$ cat src/hdl/aic_regs.svh
/*
 Constants of the setup command link: frame bytes, field positions,
 limits, timing, reference clock moduli and the host register map.
 Assumes pclk at 100 MHz.
*/
`ifndef AIC_REGS_SVH
`define AIC_REGS_SVH

`define AIC_HDR_CMD 8'h03
`define AIC_CODE_INIT 8'h00
`define AIC_LEN_SPLIT 8'h0E
`define AIC_LEN_SHARED 8'h09
`define AIC_RSP_LEN 8'h01
`define AIC_RSP_CODE 8'h00
`define AIC_SRC_PARALLEL 2'h0
`define AIC_CFG_SPLIT 4
`define AIC_CFG_SHAPE 3

`define AIC_RATE_MIN 16'h0011
`define AIC_TOP_MIN 16'h0002
`define AIC_TOP_MAX 16'hFFEF
`define AIC_TOP_MIN_8M 16'h0004
`define AIC_RATE_GAP 17'h00080
`define AIC_CNT_MIN 24'h000100

`define AIC_PCLK_KHZ 100000
`define AIC_T_LC_MS 115
`define AIC_T_LS_MS 200
`define AIC_T_SG_MS 175

`define AIC_REF_STEP 17'h00008
`define AIC_MOD_8M 16'h0064
`define AIC_MOD_1M 16'h0320
`define AIC_MOD_500K 16'h0640
`define AIC_MOD_250K 16'h0C80
`define AIC_MOD_62K5 16'h3200
`define AIC_MOD_15K6 16'hC800

`define AIC_REG_CTRL 12'h000
`define AIC_REG_CFG 12'h004
`define AIC_REG_START 12'h008
`define AIC_REG_STOP 12'h00C
`define AIC_REG_TOP 12'h010
`define AIC_REG_ACC 12'h014
`define AIC_REG_DEC 12'h018
`define AIC_REG_STATUS 12'h01C
`define AIC_REG_IRQ 12'h020
`define AIC_REG_MASK 12'h024
`define AIC_IRQ_DONE 0
`define AIC_IRQ_REFUSED 1
`define AIC_IRQ_ABORT 2
`define AIC_IRQ_BADRSP 3
`define AIC_RST_REG 32'h00000000

`endif

$ cat src/hdl/aic_pkg.sv
/*
 Types and shared checks of the setup command link.
 Assumes aic_regs.svh on the include path.
*/
package aic_pkg;
`include "aic_regs.svh"

   typedef enum logic [1:0] {
      AIC_SS_AWAIT = 2'h0,
      AIC_SS_BUSY = 2'h1,
      AIC_SS_NORMAL = 2'h2
   } aic_setup_t;

   typedef enum logic [5:0] {
      AIC_D_WAIT = 6'b000001,
      AIC_D_RX = 6'b000010,
      AIC_D_CHECK = 6'b000100,
      AIC_D_SETTLE = 6'b001000,
      AIC_D_RESPONSE_SOURCE = 6'b010000,
      AIC_D_NORMAL = 6'b100000
   } aic_dev_st_t;

   typedef enum logic [2:0] {
      AIC_H_IDLE = 3'b001,
      AIC_H_SEND = 3'b010,
      AIC_H_WAITR = 3'b100
   } aic_host_st_t;

   function automatic logic aic_params_ok(input logic [15:0] start,
      input logic [15:0] stop, input logic [15:0] top,
      input logic [23:0] acc, input logic [23:0] dec,
      input logic split, input logic [2:0] clk_sel);
      logic ok;
      ok = (start >= `AIC_RATE_MIN) && (top >= `AIC_TOP_MIN);
      ok = ok && (top <= `AIC_TOP_MAX);
      ok = ok && ({1'b0, start} >= ({1'b0, top} + `AIC_RATE_GAP));
      ok = ok && (acc >= `AIC_CNT_MIN);
      if (split) begin
         ok = ok && (stop >= `AIC_RATE_MIN) && (dec >= `AIC_CNT_MIN);
         ok = ok && ({1'b0, stop} >= ({1'b0, top} + `AIC_RATE_GAP));
      end
      if (clk_sel == 3'h0) begin
         ok = ok && (top >= `AIC_TOP_MIN_8M);
      end
      return ok;
   endfunction

   function automatic logic [15:0] aic_ref_mod(input logic [2:0] sel);
      case (sel)
         3'h0: return `AIC_MOD_8M;
         3'h1: return `AIC_MOD_1M;
         3'h2: return `AIC_MOD_500K;
         3'h3: return `AIC_MOD_250K;
         3'h4: return `AIC_MOD_62K5;
         default: return `AIC_MOD_15K6;
      endcase
   endfunction
endpackage

$ cat src/hdl/aic_link_if.sv
/*
 Link between the host end and the device end: command bytes with
 valid/ready, response bytes with valid/ready, setup status.
 Assumes both ends on the same pclk.
*/
`timescale 1ns/1ps
`default_nettype none
interface aic_link_if
   import aic_pkg::*;
(
   input wire logic pclk,
   input wire logic presetn
);
   logic cmd_valid;
   logic cmd_ready;
   logic [7:0] cmd_data;
   logic rsp_valid;
   logic rsp_ready;
   logic [7:0] rsp_data;
   aic_setup_t setup_status;

   modport dev (
      input pclk,
      input presetn,
      input cmd_valid,
      input cmd_data,
      input rsp_ready,
      output cmd_ready,
      output rsp_valid,
      output rsp_data,
      output setup_status
   );

   modport host (
      input pclk,
      input presetn,
      input cmd_ready,
      input rsp_valid,
      input rsp_data,
      input setup_status,
      output cmd_valid,
      output cmd_data,
      output rsp_ready
   );
endinterface
`default_nettype wire

$ cat src/hdl/aic_device.sv
/*
 Device end: takes the initial setup frame, checks it, loads the table
 settings, clears the event and override buffers, waits out the table
 build time, answers, then drives the pulse output.
 Assumes the host end on the link and pclk at 100 MHz.
*/
// Summary of operation
// - pulses stay off until setup completes
// - split bit 0 shares one table
// - pulse rate is reference clock over divisor
// - clock select picks six rates or edges
// - table build waits 115, 200 or 175 ms
// - frame layout: header, length, code, config, fields
// - host keeps start and stop in range
// - host keeps top in range, 0x80 gap
// - host keeps ramp counts at least 0x100
// - host keeps output at most 2 Mpps
// - stop halts pulses at once, no extra stop pulses
// - position counts every emitted pulse
// - top divisor seeds the top speed limit
// - setup clears event and override buffers
// - success moves status to normal
// - abnormal end drops table, awaits setup
// - three byte completion response
// - header marks full and finished response
`timescale 1ns/1ps
`default_nettype none
`include "aic_regs.svh"
module aic_device
   import aic_pkg::*;
#(
   parameter int unsigned SETTLE_LC = `AIC_T_LC_MS * `AIC_PCLK_KHZ,
   parameter int unsigned SETTLE_LS = `AIC_T_LS_MS * `AIC_PCLK_KHZ,
   parameter int unsigned SETTLE_SG = `AIC_T_SG_MS * `AIC_PCLK_KHZ
)(
   aic_link_if.dev link,
   input wire logic pclk,
   input wire logic presetn,
   input wire logic external_pulse_clock,
   input wire logic run,
   output logic pulse_out,
   output logic pulse_enable,
   output logic [31:0] position,
   output logic [15:0] top_limit,
   output logic evt_buf_clear,
   output logic ovr_buf_clear,
   output logic curve_shape_select,
   output logic table_split_select
);
   aic_dev_st_t state;
   aic_dev_st_t next_state;
   logic [7:0] frame [0:14];
   logic [3:0] rx_idx;
   logic [3:0] rx_lim;
   logic rx_last;
   logic cmd_take;
   logic rsp_take;
   logic [31:0] settle_cnt;
   logic [1:0] rsp_idx;
   logic [2:0] clk_sel;
   logic [15:0] start_rate;
   logic [15:0] stop_rate;
   logic [23:0] accel_count;
   logic [23:0] decel_count;
   logic f_long;
   logic f_split;
   logic [15:0] f_start;
   logic [15:0] f_stop;
   logic [15:0] f_top;
   logic [23:0] f_acc;
   logic [23:0] f_dec;
   logic frame_ok;
   logic ext_s1;
   logic ext_s2;
   logic ext_s3;
   logic ext_lvl;
   logic ext_edge;
   logic [15:0] phase;
   logic [16:0] phase_sum;
   logic int_tick;
   logic ref_tick;
   logic [15:0] rate_cnt;

   assign cmd_take = link.cmd_valid & link.cmd_ready;
   assign rsp_take = link.rsp_valid & link.rsp_ready;

   always_comb begin
      if (frame[0] > 8'h0E) begin
         rx_lim = 4'hE;
      end else if (frame[0] == 8'h00) begin
         rx_lim = 4'h1;
      end else begin
         rx_lim = frame[0][3:0];
      end
   end
   assign rx_last = cmd_take && (state == AIC_D_RX) && (rx_idx != 4'h0)
      && (rx_idx == rx_lim);

   // field decode of the stored frame; shared table reuses accel side
   always_comb begin
      f_long = (frame[0] == `AIC_LEN_SPLIT);
      f_split = frame[2][`AIC_CFG_SPLIT];
      f_start = {frame[3], frame[4]};
      f_top = f_long ? {frame[7], frame[8]} : {frame[5], frame[6]};
      f_acc = f_long ? {frame[9], frame[10], frame[11]}
                     : {frame[7], frame[8], frame[9]};
      f_stop = f_split ? {frame[5], frame[6]} : f_start;
      f_dec = f_split ? {frame[12], frame[13], frame[14]} : f_acc;
      frame_ok = (frame[1] == `AIC_CODE_INIT) && (f_long ||
         frame[0] == `AIC_LEN_SHARED) && (f_long || !f_split) &&
         aic_params_ok(f_start, f_stop, f_top, f_acc, f_dec, f_split,
                       frame[2][2:0]);
   end

   always_comb begin
      next_state = state;
      case (state)
         AIC_D_WAIT, AIC_D_NORMAL: begin
            if (cmd_take) begin
               // a bad header is an abnormal end
               next_state = (link.cmd_data == `AIC_HDR_CMD) ? AIC_D_RX
                                                           : AIC_D_WAIT;
            end
         end
         AIC_D_RX: begin
            if (rx_last) begin
               next_state = AIC_D_CHECK;
            end
         end
         AIC_D_CHECK: begin
            next_state = frame_ok ? AIC_D_SETTLE : AIC_D_WAIT;
         end
         AIC_D_SETTLE: begin
            if (settle_cnt <= 32'h00000001) begin
               next_state = AIC_D_RESPONSE_SOURCE;
            end
         end
         AIC_D_RESPONSE_SOURCE: begin
            if (rsp_take && rsp_idx == 2'h2) begin
               next_state = AIC_D_NORMAL;
            end
         end
         default: next_state = AIC_D_WAIT;
      endcase
   end

   always_ff @(posedge pclk or negedge presetn) begin
      if (!presetn) begin
         state <= AIC_D_WAIT;
         link.setup_status <= AIC_SS_AWAIT;
         link.cmd_ready <= 1'b0;
         pulse_enable <= 1'b0;
      end else begin
         state <= next_state;
         case (next_state)
            AIC_D_WAIT: link.setup_status <= AIC_SS_AWAIT;
            AIC_D_NORMAL: link.setup_status <= AIC_SS_NORMAL;
            default: link.setup_status <= AIC_SS_BUSY;
         endcase
         link.cmd_ready <= (next_state == AIC_D_WAIT) ||
            (next_state == AIC_D_RX) || (next_state == AIC_D_NORMAL);
         pulse_enable <= (next_state == AIC_D_NORMAL);
      end
   end

   // byte capture: frame[0] is the length byte
   always_ff @(posedge pclk or negedge presetn) begin
      if (!presetn) begin
         rx_idx <= 4'h0;
         for (int i = 0; i < 15; i++) begin
            frame[i] <= 8'h00;
         end
      end else if (state != AIC_D_RX) begin
         rx_idx <= 4'h0;
      end else if (cmd_take) begin
         frame[rx_idx] <= link.cmd_data;
         rx_idx <= rx_idx + 4'h1;
      end
   end

   // table settings, loaded only from a clean frame
   always_ff @(posedge pclk or negedge presetn) begin
      if (!presetn) begin
         clk_sel <= 3'h0;
         start_rate <= 16'h0000;
         stop_rate <= 16'h0000;
         accel_count <= 24'h000000;
         decel_count <= 24'h000000;
         top_limit <= 16'h0000;
         curve_shape_select <= 1'b0;
         table_split_select <= 1'b0;
      end else if (state == AIC_D_CHECK && frame_ok) begin
         clk_sel <= frame[2][2:0];
         start_rate <= f_start;
         stop_rate <= f_stop;
         accel_count <= f_acc;
         decel_count <= f_dec;
         top_limit <= f_top;
         curve_shape_select <= frame[2][`AIC_CFG_SHAPE];
         table_split_select <= f_split;
      end
   end

   always_ff @(posedge pclk or negedge presetn) begin
      if (!presetn) begin
         evt_buf_clear <= 1'b0;
         ovr_buf_clear <= 1'b0;
      end else begin
         evt_buf_clear <= (state == AIC_D_CHECK) && frame_ok;
         ovr_buf_clear <= (state == AIC_D_CHECK) && frame_ok;
      end
   end

   always_ff @(posedge pclk or negedge presetn) begin
      if (!presetn) begin
         settle_cnt <= 32'h00000000;
      end else if (state == AIC_D_CHECK) begin
         if (frame[2][`AIC_CFG_SHAPE]) begin
            settle_cnt <= SETTLE_SG;
         end else if (f_split) begin
            settle_cnt <= SETTLE_LS;
         end else begin
            settle_cnt <= SETTLE_LC;
         end
      end else if (state == AIC_D_SETTLE) begin
         settle_cnt <= settle_cnt - 32'h00000001;
      end
   end

   always_ff @(posedge pclk or negedge presetn) begin
      if (!presetn) begin
         link.rsp_valid <= 1'b0;
         link.rsp_data <= 8'h00;
         rsp_idx <= 2'h0;
      end else if (state == AIC_D_SETTLE && next_state == AIC_D_RESPONSE_SOURCE) begin
         link.rsp_valid <= 1'b1;
         link.rsp_data <= {3'b000, `AIC_SRC_PARALLEL, 3'b011};
         rsp_idx <= 2'h0;
      end else if (rsp_take) begin
         rsp_idx <= rsp_idx + 2'h1;
         link.rsp_valid <= (rsp_idx != 2'h2);
         link.rsp_data <= (rsp_idx == 2'h0) ? `AIC_RSP_LEN
                                             : `AIC_RSP_CODE;
      end
   end

   // reference clock: fractional step for internal rates, or pin edges
   always_ff @(posedge pclk or negedge presetn) begin
      if (!presetn) begin
         ext_s1 <= 1'b0;
         ext_s2 <= 1'b0;
         ext_s3 <= 1'b0;
         ext_lvl <= 1'b0;
      end else begin
         ext_s1 <= external_pulse_clock;
         ext_s2 <= ext_s1;
         ext_s3 <= ext_s2;
         if (ext_s2 == ext_s3) begin
            ext_lvl <= ext_s2;
         end
      end
   end
   assign ext_edge = (ext_s2 == ext_s3) && (ext_s2 != ext_lvl) &&
      (ext_s2 == ~clk_sel[0]);

   assign phase_sum = {1'b0, phase} + `AIC_REF_STEP;
   assign int_tick = phase_sum >= {1'b0, aic_ref_mod(clk_sel)};
   assign ref_tick = (clk_sel[2:1] == 2'b11) ? ext_edge : int_tick;

   always_ff @(posedge pclk or negedge presetn) begin
      if (!presetn) begin
         phase <= 16'h0000;
      end else if (int_tick) begin
         phase <= 16'(phase_sum - {1'b0, aic_ref_mod(clk_sel)});
      end else begin
         phase <= phase_sum[15:0];
      end
   end

   // one pulse per divisor reference ticks; halts at once when run
   // drops, so no extra stop pulses are emitted
   always_ff @(posedge pclk or negedge presetn) begin
      if (!presetn) begin
         rate_cnt <= 16'h0000;
         pulse_out <= 1'b0;
         position <= 32'h00000000;
      end else if (!(pulse_enable && run)) begin
         rate_cnt <= 16'h0000;
         pulse_out <= 1'b0;
      end else if (ref_tick && rate_cnt >= top_limit - 16'h0001) begin
         rate_cnt <= 16'h0000;
         pulse_out <= 1'b1;
         position <= position + 32'h00000001;
      end else begin
         rate_cnt <= ref_tick ? rate_cnt + 16'h0001 : rate_cnt;
         pulse_out <= 1'b0;
      end
   end
endmodule // aic_device
`default_nettype wire

$ cat src/flat_wrapper.sv
// flat-port wrapper written by rule: the top's interface ports become plain ports
module aic_device_flat import aic_pkg::*;
#(
   parameter int unsigned SETTLE_LC = `AIC_T_LC_MS * `AIC_PCLK_KHZ,
   parameter int unsigned SETTLE_LS = `AIC_T_LS_MS * `AIC_PCLK_KHZ,
   parameter int unsigned SETTLE_SG = `AIC_T_SG_MS * `AIC_PCLK_KHZ
)
  (pclk, presetn, external_pulse_clock, run, pulse_out, pulse_enable, position, top_limit, evt_buf_clear, ovr_buf_clear, curve_shape_select, table_split_select, link_cmd_valid, link_cmd_data, link_rsp_ready, link_cmd_ready, link_rsp_valid, link_rsp_data, link_setup_status);
  aic_link_if link_i (.pclk(pclk), .presetn(presetn));
  input wire logic pclk;
  input wire logic presetn;
  input wire logic external_pulse_clock;
  input wire logic run;
  output logic pulse_out;
  output logic pulse_enable;
  output logic [31:0] position;
  output logic [15:0] top_limit;
  output logic evt_buf_clear;
  output logic ovr_buf_clear;
  output logic curve_shape_select;
  output logic table_split_select;
  input wire logic [$bits(link_i.cmd_valid)-1:0] link_cmd_valid;
  input wire logic [$bits(link_i.cmd_data)-1:0] link_cmd_data;
  input wire logic [$bits(link_i.rsp_ready)-1:0] link_rsp_ready;
  output wire logic [$bits(link_i.cmd_ready)-1:0] link_cmd_ready;
  output wire logic [$bits(link_i.rsp_valid)-1:0] link_rsp_valid;
  output wire logic [$bits(link_i.rsp_data)-1:0] link_rsp_data;
  output wire logic [$bits(link_i.setup_status)-1:0] link_setup_status;
  assign link_i.cmd_valid = link_cmd_valid;
  assign link_i.cmd_data = link_cmd_data;
  assign link_i.rsp_ready = link_rsp_ready;
  assign link_cmd_ready = link_i.cmd_ready;
  assign link_rsp_valid = link_i.rsp_valid;
  assign link_rsp_data = link_i.rsp_data;
  assign link_setup_status = link_i.setup_status;
  aic_device #(.SETTLE_LC(SETTLE_LC), .SETTLE_LS(SETTLE_LS), .SETTLE_SG(SETTLE_SG)) u_core (.link(link_i), .pclk(pclk), .presetn(presetn), .external_pulse_clock(external_pulse_clock), .run(run), .pulse_out(pulse_out), .pulse_enable(pulse_enable), .position(position), .top_limit(top_limit), .evt_buf_clear(evt_buf_clear), .ovr_buf_clear(ovr_buf_clear), .curve_shape_select(curve_shape_select), .table_split_select(table_split_select));
endmodule
$ cat config.mk
export PLATFORM = sky130hd
export DESIGN_NAME = aic_device_flat
export DESIGN_NICKNAME = d
export VERILOG_FILES = /design/src/hdl/aic_pkg.sv /design/src/hdl/aic_link_if.sv /design/src/hdl/aic_device.sv /design/src/flat_wrapper.sv
export VERILOG_INCLUDE_DIRS = /design/src /design/src/hdl
export SDC_FILE = /design/constraint.sdc
export NUM_CORES = 1
export LEC_CHECK = 0
export ABC_AREA = 1
export BUFFER_PORTS_ARGS = -buffer_cell sky130_fd_sc_hd__buf_4
export CAP_MARGIN = 10
export CORE_MARGIN = 8
export CORE_UTILIZATION = 28
export DETAILED_ROUTE_END_ITERATION = 8
export GPL_TIMING_DRIVEN = 0
export SLEW_MARGIN = 40
export SYNTH_ARGS = -nofsm -noshare
export SYNTH_HDL_FRONTEND = slang
export SYNTH_SLANG_ARGS = --single-unit
$ cat constraint.sdc
create_clock -name pclk -period 6.18 [get_ports pclk]
set_clock_uncertainty 0.2 [all_clocks]
set_input_delay 0.309 -clock pclk [delete_from_list [all_inputs] [get_ports pclk]]
set_output_delay 0.309 -clock pclk [all_outputs]
set_load 0.005 [all_outputs]
## Word-level counts from Yosys, hierarchy flattened

Index checks and enable logic that the tools add are counted.

| word-level totals | value |
|---|---|
| flip-flop bits (word level) | 268 |
| input bits | 14 |
| output and inout port bits | 66 |
| logic and storage cells | 172 |

| operators by class | value |
|---|---|
| add/sub/neg operators | 9 |
| magnitude comparators | 15 |
| eq/ne operators | 26 |
| muxes and demuxes | 41 |
| bitwise operators | 5 |
| reduce and logical (&&, ||, !) cells | 39 |

Operator list:

| operator | count |
|---|---|
| 120-bit bitwise mux | 1 |
| 16-bit 2-to-1 mux | 7 |
| 32-bit 2-to-1 mux | 3 |
| 16-bit case mux with 5 select lines | 1 |
| 24-bit by 9-bit greater-or-equal comparator with 1-bit output (second input constant) | 2 |
| 24-bit 2-to-1 mux | 2 |
| 16-bit by 17-bit greater-or-equal comparator with 1-bit output | 2 |
| 32-bit by 1-bit adder with 32-bit output (second input constant) | 1 |
| 8-bit demux with 4-bit select | 1 |
| 16-bit by 5-bit greater-or-equal comparator with 1-bit output (second input constant) | 2 |
| 32-bit by 1-bit less-or-equal comparator with 1-bit output (second input constant) | 1 |
| 32-bit by 1-bit subtractor with 32-bit output (second input constant) | 1 |
| 6-bit case mux with 5 select lines | 1 |
| 25-bit 2-to-1 mux | 1 |
| 6-bit 2-to-1 mux | 4 |
| 8-bit 2-to-1 mux | 3 |
| 1-bit logical AND | 22 |
| 4-bit 2-to-1 mux | 5 |
| 16-bit by 4-bit adder with 17-bit output (second input constant) | 1 |
| 16-bit by 8-bit adder with 17-bit output (second input constant) | 1 |
| 17-bit by 16-bit greater-or-equal comparator with 1-bit output | 1 |
| 16-bit by 1-bit adder with 16-bit output (second input constant) | 1 |
| 8-bit by 4-bit == test with 1-bit output (second input constant) | 2 |
| 16-bit greater-or-equal comparator | 1 |
| 42 further kinds | 68 |

## Depth between registers and ports, before layout

| depth | value |
|---|---|
| depth after elaboration | 19 |
| depth in mapped cells | 32 |
| mapped depth without buffers | 30 |

## Least setup slack after synthesis

OpenSTA, ideal clock, no wires.

| timing path | value |
|---|---|
| path type | flip-flop to flip-flop |
| start | register u_core.top_limit[2] |
| end | register u_core.position[8] |
| arrival time | 3.366 ns |
| required time | 5.863 ns |
| slack | 2.497 ns |
| stages on the path, launching flop included | 18 |
| path buffers | 1 |
| period minus slack after synthesis | 3.683 ns |
| cell sequence | dfrtp_1 nor2_1 nand2_1 nor3_1 nand3_1 or3_1 nor3_1 nor3b_1 xnor2_1 ha_1 nand4_1 o21ai_0 nand3_1 inv_1 clkbuf_1 nand2_1 nand2_1 nand2_1 |

| between the ends | value |
|---|---|
| word-level cells in the longest chain between the ends | 4 |

Ends and longest elaborated chain:

| element | line | source |
|---|---|---|
| from (decl) | aic_device.sv:44 | `output logic [15:0] top_limit,` |
| from (signal assigned) | aic_device.sv:198 | `top_limit <= f_top;` |
| 16-bit by 1-bit subtractor with 16-bit output | aic_device.sv:290 | `end else if (ref_tick && rate_cnt >= top_limit - 16'h0001) begin` |
| 16-bit greater-or-equal comparator | aic_device.sv:290 |  |
| 1-bit logical AND | aic_device.sv:290 |  |
| 2-bit AND reduction (no line) | -- |  |
| to (signal assigned) | aic_device.sv:293 | `position <= position + 32'h00000001;` |
| to (decl) | aic_device.sv:43 | `output logic [31:0] position,` |

No other way between the ends.
A chain may end at the register's enable or synchronous reset.

## Final worst setup path

| timing path | value |
|---|---|
| start | register u_core.top_limit[0] |
| end | register u_core.position[5] |

Same word-level chain as after synthesis.

==> PnR_summary.wiki <==
{| class="wikitable"
! Metric !! Value
|-
| CTS tree || built
|-
| Slew of the pin with the lowest slew margin || 0.774 ns
|-
| Die footprint || 57500 um^2
|-
| Run status || finished clean
|-
| CTS Buffer Depth || 3
|-
| Fill cell total of the finished layout || 5268
|-
| Port Buffer Count || 73
|-
| Slowest stage cell on the critical path || nand3_1
|-
| Cell area after synthesis || 14000 um^2
|-
| Pin count of the biggest net entering global routing || 74
|-
| Maximum achievable frequency || 213 MHz
|-
| Vias in the first global route || 12300
|-
| Fraction of the cycle the final worst path needs || 0.758
|-
| Worst reg2reg path depth || 16
|-
| Total leakage power || 8.23 nW
|-
| Biggest cell delay along the critical path || 0.45 ns
|-
| Number of storage elements in the synthesis netlist || 240
|-
| Min-Delay Path Class || in2async
|-
| Endpoint kind of the worst setup timing path || flip-flop
|-
| Total grt overflow || 0
|-
| Post-synthesis to final-layout area growth || 18.3%
|-
| First drt pass iteration count || 6
|-
| Count of unique library cells instantiated by Yosys || 58
|-
| DR vias || 12400
|-
| Mapped Cells || 1837
|-
| Commonest cells after routing, fill and taps aside || nand2_1 (483), dfrtp_1 (239), inv_1 (224)
|-
| Setup total negative slack || 0 ns
|-
| Power density cells || 208 nW/um^2
|-
| Skew-Pair Late Insertion Delay || 0.58 ns
|-
| Detailed placement HPWL || 28800 um
|-
| Total inserted antenna cells || 0
|-
| Clock edge transition at the registers on the reported setup and hold paths || 0.06 ns
|-
| Floorplan core area || 49900 um^2
|-
| Worst Setup Slack, final || 1.49 ns
|-
| CTS H-tree lvls || 1
|-
| Root buf cell || clkbuf_16
|-
| Chip Width || 240 um
|-
| Final Hold Vio Count || 0
|-
| Fraction of registers with async set or reset after synthesis || 1.00
|-
| Layout cells sized above 1 || 0.0816
|-
| Max-slew violation total from the final report || 0
|-
| Wire length after detailed routing || 38400 um
|-
| Average footprint of a synthesized cell || 7.64 um^2
|-
| Remaining design rule violation count || 0
|-
| Portion of the post-synthesis area used by sequential elements || 0.428
|-
| RD Place Congestion || 0.871
|-
| Number of sinks on the clock net || 240
|-
| Number of enable-type register cells in the synthesized netlist || 0
|-
| Kind of launch point of the worst setup path || flip-flop
|-
| Ordered list of cells on the worst path || inv_1 -> nand2_1 -> nor3_1 -> nand3_1 -> or3_1 -> nor3_1 -> nor3b_1 -> xnor2_1 -> ha_1 -> nand4_1 -> o21ai_0 -> nand3_1 -> inv_1 -> clkbuf_1 -> o21ai_0 -> o21ai_0
|-
| Syn. warnings || 0
|-
| I/O pins || 80
|-
| Number of setup buffers added after CTS || 0
|-
| Commonest register cell after synthesis || dfrtp_1
|-
| Nets || 2048
|-
| Minimum clock period || 4.69 ns
|-
| Cell Rows || 82
|-
| Routed via count divided by cell count || 4.65
|-
| Worst slew slack as a fraction of its limit || 0.484
|-
| Number of setup violations in the final report || 0
|-
| Number of buffers inserted during clock tree synthesis || 30
|-
| Max-cap viol count || 0
|-
| Worst-case setup slack after placement || 1.44 ns
|-
| Mean routed wirelength per cell || 14.5 um
|-
| Type of the worst setup path || reg2reg
|-
| Storage element area || 6010 um^2
|-
| Most frequent standard cell in the layout excluding fill and tap cells || nand2_1
|-
| Largest fanout of any net on the critical path || 10
|-
| Starting density of the core || 0.281
|-
| Setup repair after global routing missed its margin || false
|-
| All-Layer GR Usage || 0.132
|-
| First DRT Iteration DRCs || 888
|-
| Largest vdd supply drop || 0.186 mV
|-
| Number of antenna violations at the first check in global routing || 0
|-
| Area of the multi-input gates || 6930 um^2
|-
| CP arrival || 4.96 ns
|-
| First-pass GRT wire length || 63000 um
|-
| Final ANT Viol Nets || 0
|-
| Required arrival time at the worst endpoint || 6.46 ns
|-
| Crit-path most repeated cell || o21ai_0
|-
| Vertical die dimension || 240 um
|}
## report_power, final
part,leakage (nW),internal [mW],switching (mW),total [mW]
registers,3.26,1.60,0.0129,1.61
clock network,0.456,0.959,0.713,1.67
logic,4.51,0.0574,0.106,0.163
## routing by layer
metal / wire length, um / part of all wire / vias to the layer above / track usage
met4: 620 / 0.016 / 0 / 0.0285
met2: 17900 / 0.47 / 260 / 0.225
met1: 18100 / 0.47 / 5796 / 0.174
li1: - / - / 6252 / -
met3: 1790 / 0.047 / 49 / 0.0229
met5: 0 / 0 / - / 0
## stage by stage
| step | util | hold slack (ns) | power [mW] | instance area (um^2) | instances |
|---|---|---|---|---|---|
| after floorplan | - | -0.187 | 1.70 | 14100 | 1842 |
| after global placement | 0.310 | 0.141 | 1.79 | 15400 | 2587 |
| after detailed placement | 0.311 | 0.0698 | 1.80 | 15500 | 2590 |
| after CTS | 0.333 | 0.0455 | 3.50 | 16600 | 2657 |
| after global routing | 0.333 | 0.0839 | 3.59 | 16600 | 2657 |
| final | 0.333 | 0.0661 | 3.44 | 16600 | 2657 |
## cell families (layout without fill, tap and decap cells)
| group | after synthesis | in the layout | synth area share |
|---|---|---|---|
| fa+ha+maj | 71 | 71 | 0.0633 |
| other cells | 1 | 6 | 0.000267 |
| simple gates | 843 | 843 | 0.254 |
| compound gates | 316 | 316 | 0.123 |
| flops | 240 | 240 | 0.428 |
| mux | 2 | 2 | 0.00143 |
| buf+inv | 284 | 427 | 0.0798 |
| xor+xnor | 80 | 80 | 0.0499 |
## registers in the layout (all words and copies together) (netlist names), 2 cells and up
register / flops
u_core.clk_sel: 3
u_core.f_start: 16
u_core.frame: 84
u_core.link.rsp_data: 2
u_core.link.setup_status: 2
u_core.phase: 14
u_core.position: 32
u_core.rate_cnt: 16
u_core.rsp_idx: 2
u_core.rx_idx: 4
u_core.settle_cnt: 32
u_core.state: 6
u_core.top_limit: 16
## repair_timing
| item | 4_1_cts | 5_1_grt |
|---|---|---|
| gates resized for setup | 0 | 0 |
| hold buffers | 13 | 0 |
| hold endpoints to repair | 272 | 0 |
## critical path, delay by kind of cell (launching register included)
family	cells	cell delay (ns)
adders and majority gates	1	0.32
buffers and inverters	3	0.76
AOI/OAI and AO/OA	3	0.67
and+or+nand+nor	8	2.10
DFF	1	0.42
xor gates and xnor gates	1	0.10
## cells in the mapped netlist, types with 3 or more instances
cell type,n,area [um^2]
nand2_1,483,1810
dfrtp_1,239,5980
inv_1,224,841
o21ai_0,188,941
nor2_1,160,601
ha_1,71,888
xor2_1,61,534
nand3_1,59,295
nor3_1,59,295
a21oi_1,48,240
clkbuf_1,39,146
nor4_1,30,188
nand4_1,25,156
o21ai_1,25,125
xnor2_1,19,166
buf_4,8,60.1
o22ai_1,7,43.8
a22oi_1,6,45.0
a31oi_1,5,31.3
buf_2,5,25.0
nand3b_1,5,37.5
o211ai_1,4,30.0
o21a_1,4,30.0
o21ai_2,4,35.0
clkinv_1,3,11.3
nand2_2,3,18.8
nor2_4,3,33.8
nor3b_1,3,22.5
o2111ai_1,3,26.3
o31ai_1,3,22.5
or2_2,3,18.8
## final timing paths
| check | startpoint | to | slack [ns] |
|---|---|---|---|
| worst max-delay path | u_core.top_limit[0] | u_core.position[5] | 1.49 |
| worst min-delay path | presetn | u_core.f_start[2] | 0.07 |
| worst max register to register | u_core.top_limit[0] | u_core.position[5] | 1.49 |
| worst min register to register | u_core.ext_s1 | u_core.ext_s2 | 0.15 |
| max in group asynchronous | presetn | u_core.state[0] | 4.97 |
| min in group pclk | u_core.ext_s1 | u_core.ext_s2 | 0.15 |
## final cells by class
type / instances / area share
Tap cell: 672 / 0.0507
Clock inverter: 17 / 0.00837
Timing Repair Buffer: 89 / 0.0463
Sequential cell: 240 / 0.362
Multi-Input combinational cell: 1318 / 0.417
Clock buffer: 37 / 0.0480
Inverter: 229 / 0.0519
Buffer: 55 / 0.0155
Power figures use the tool's default switching activity.
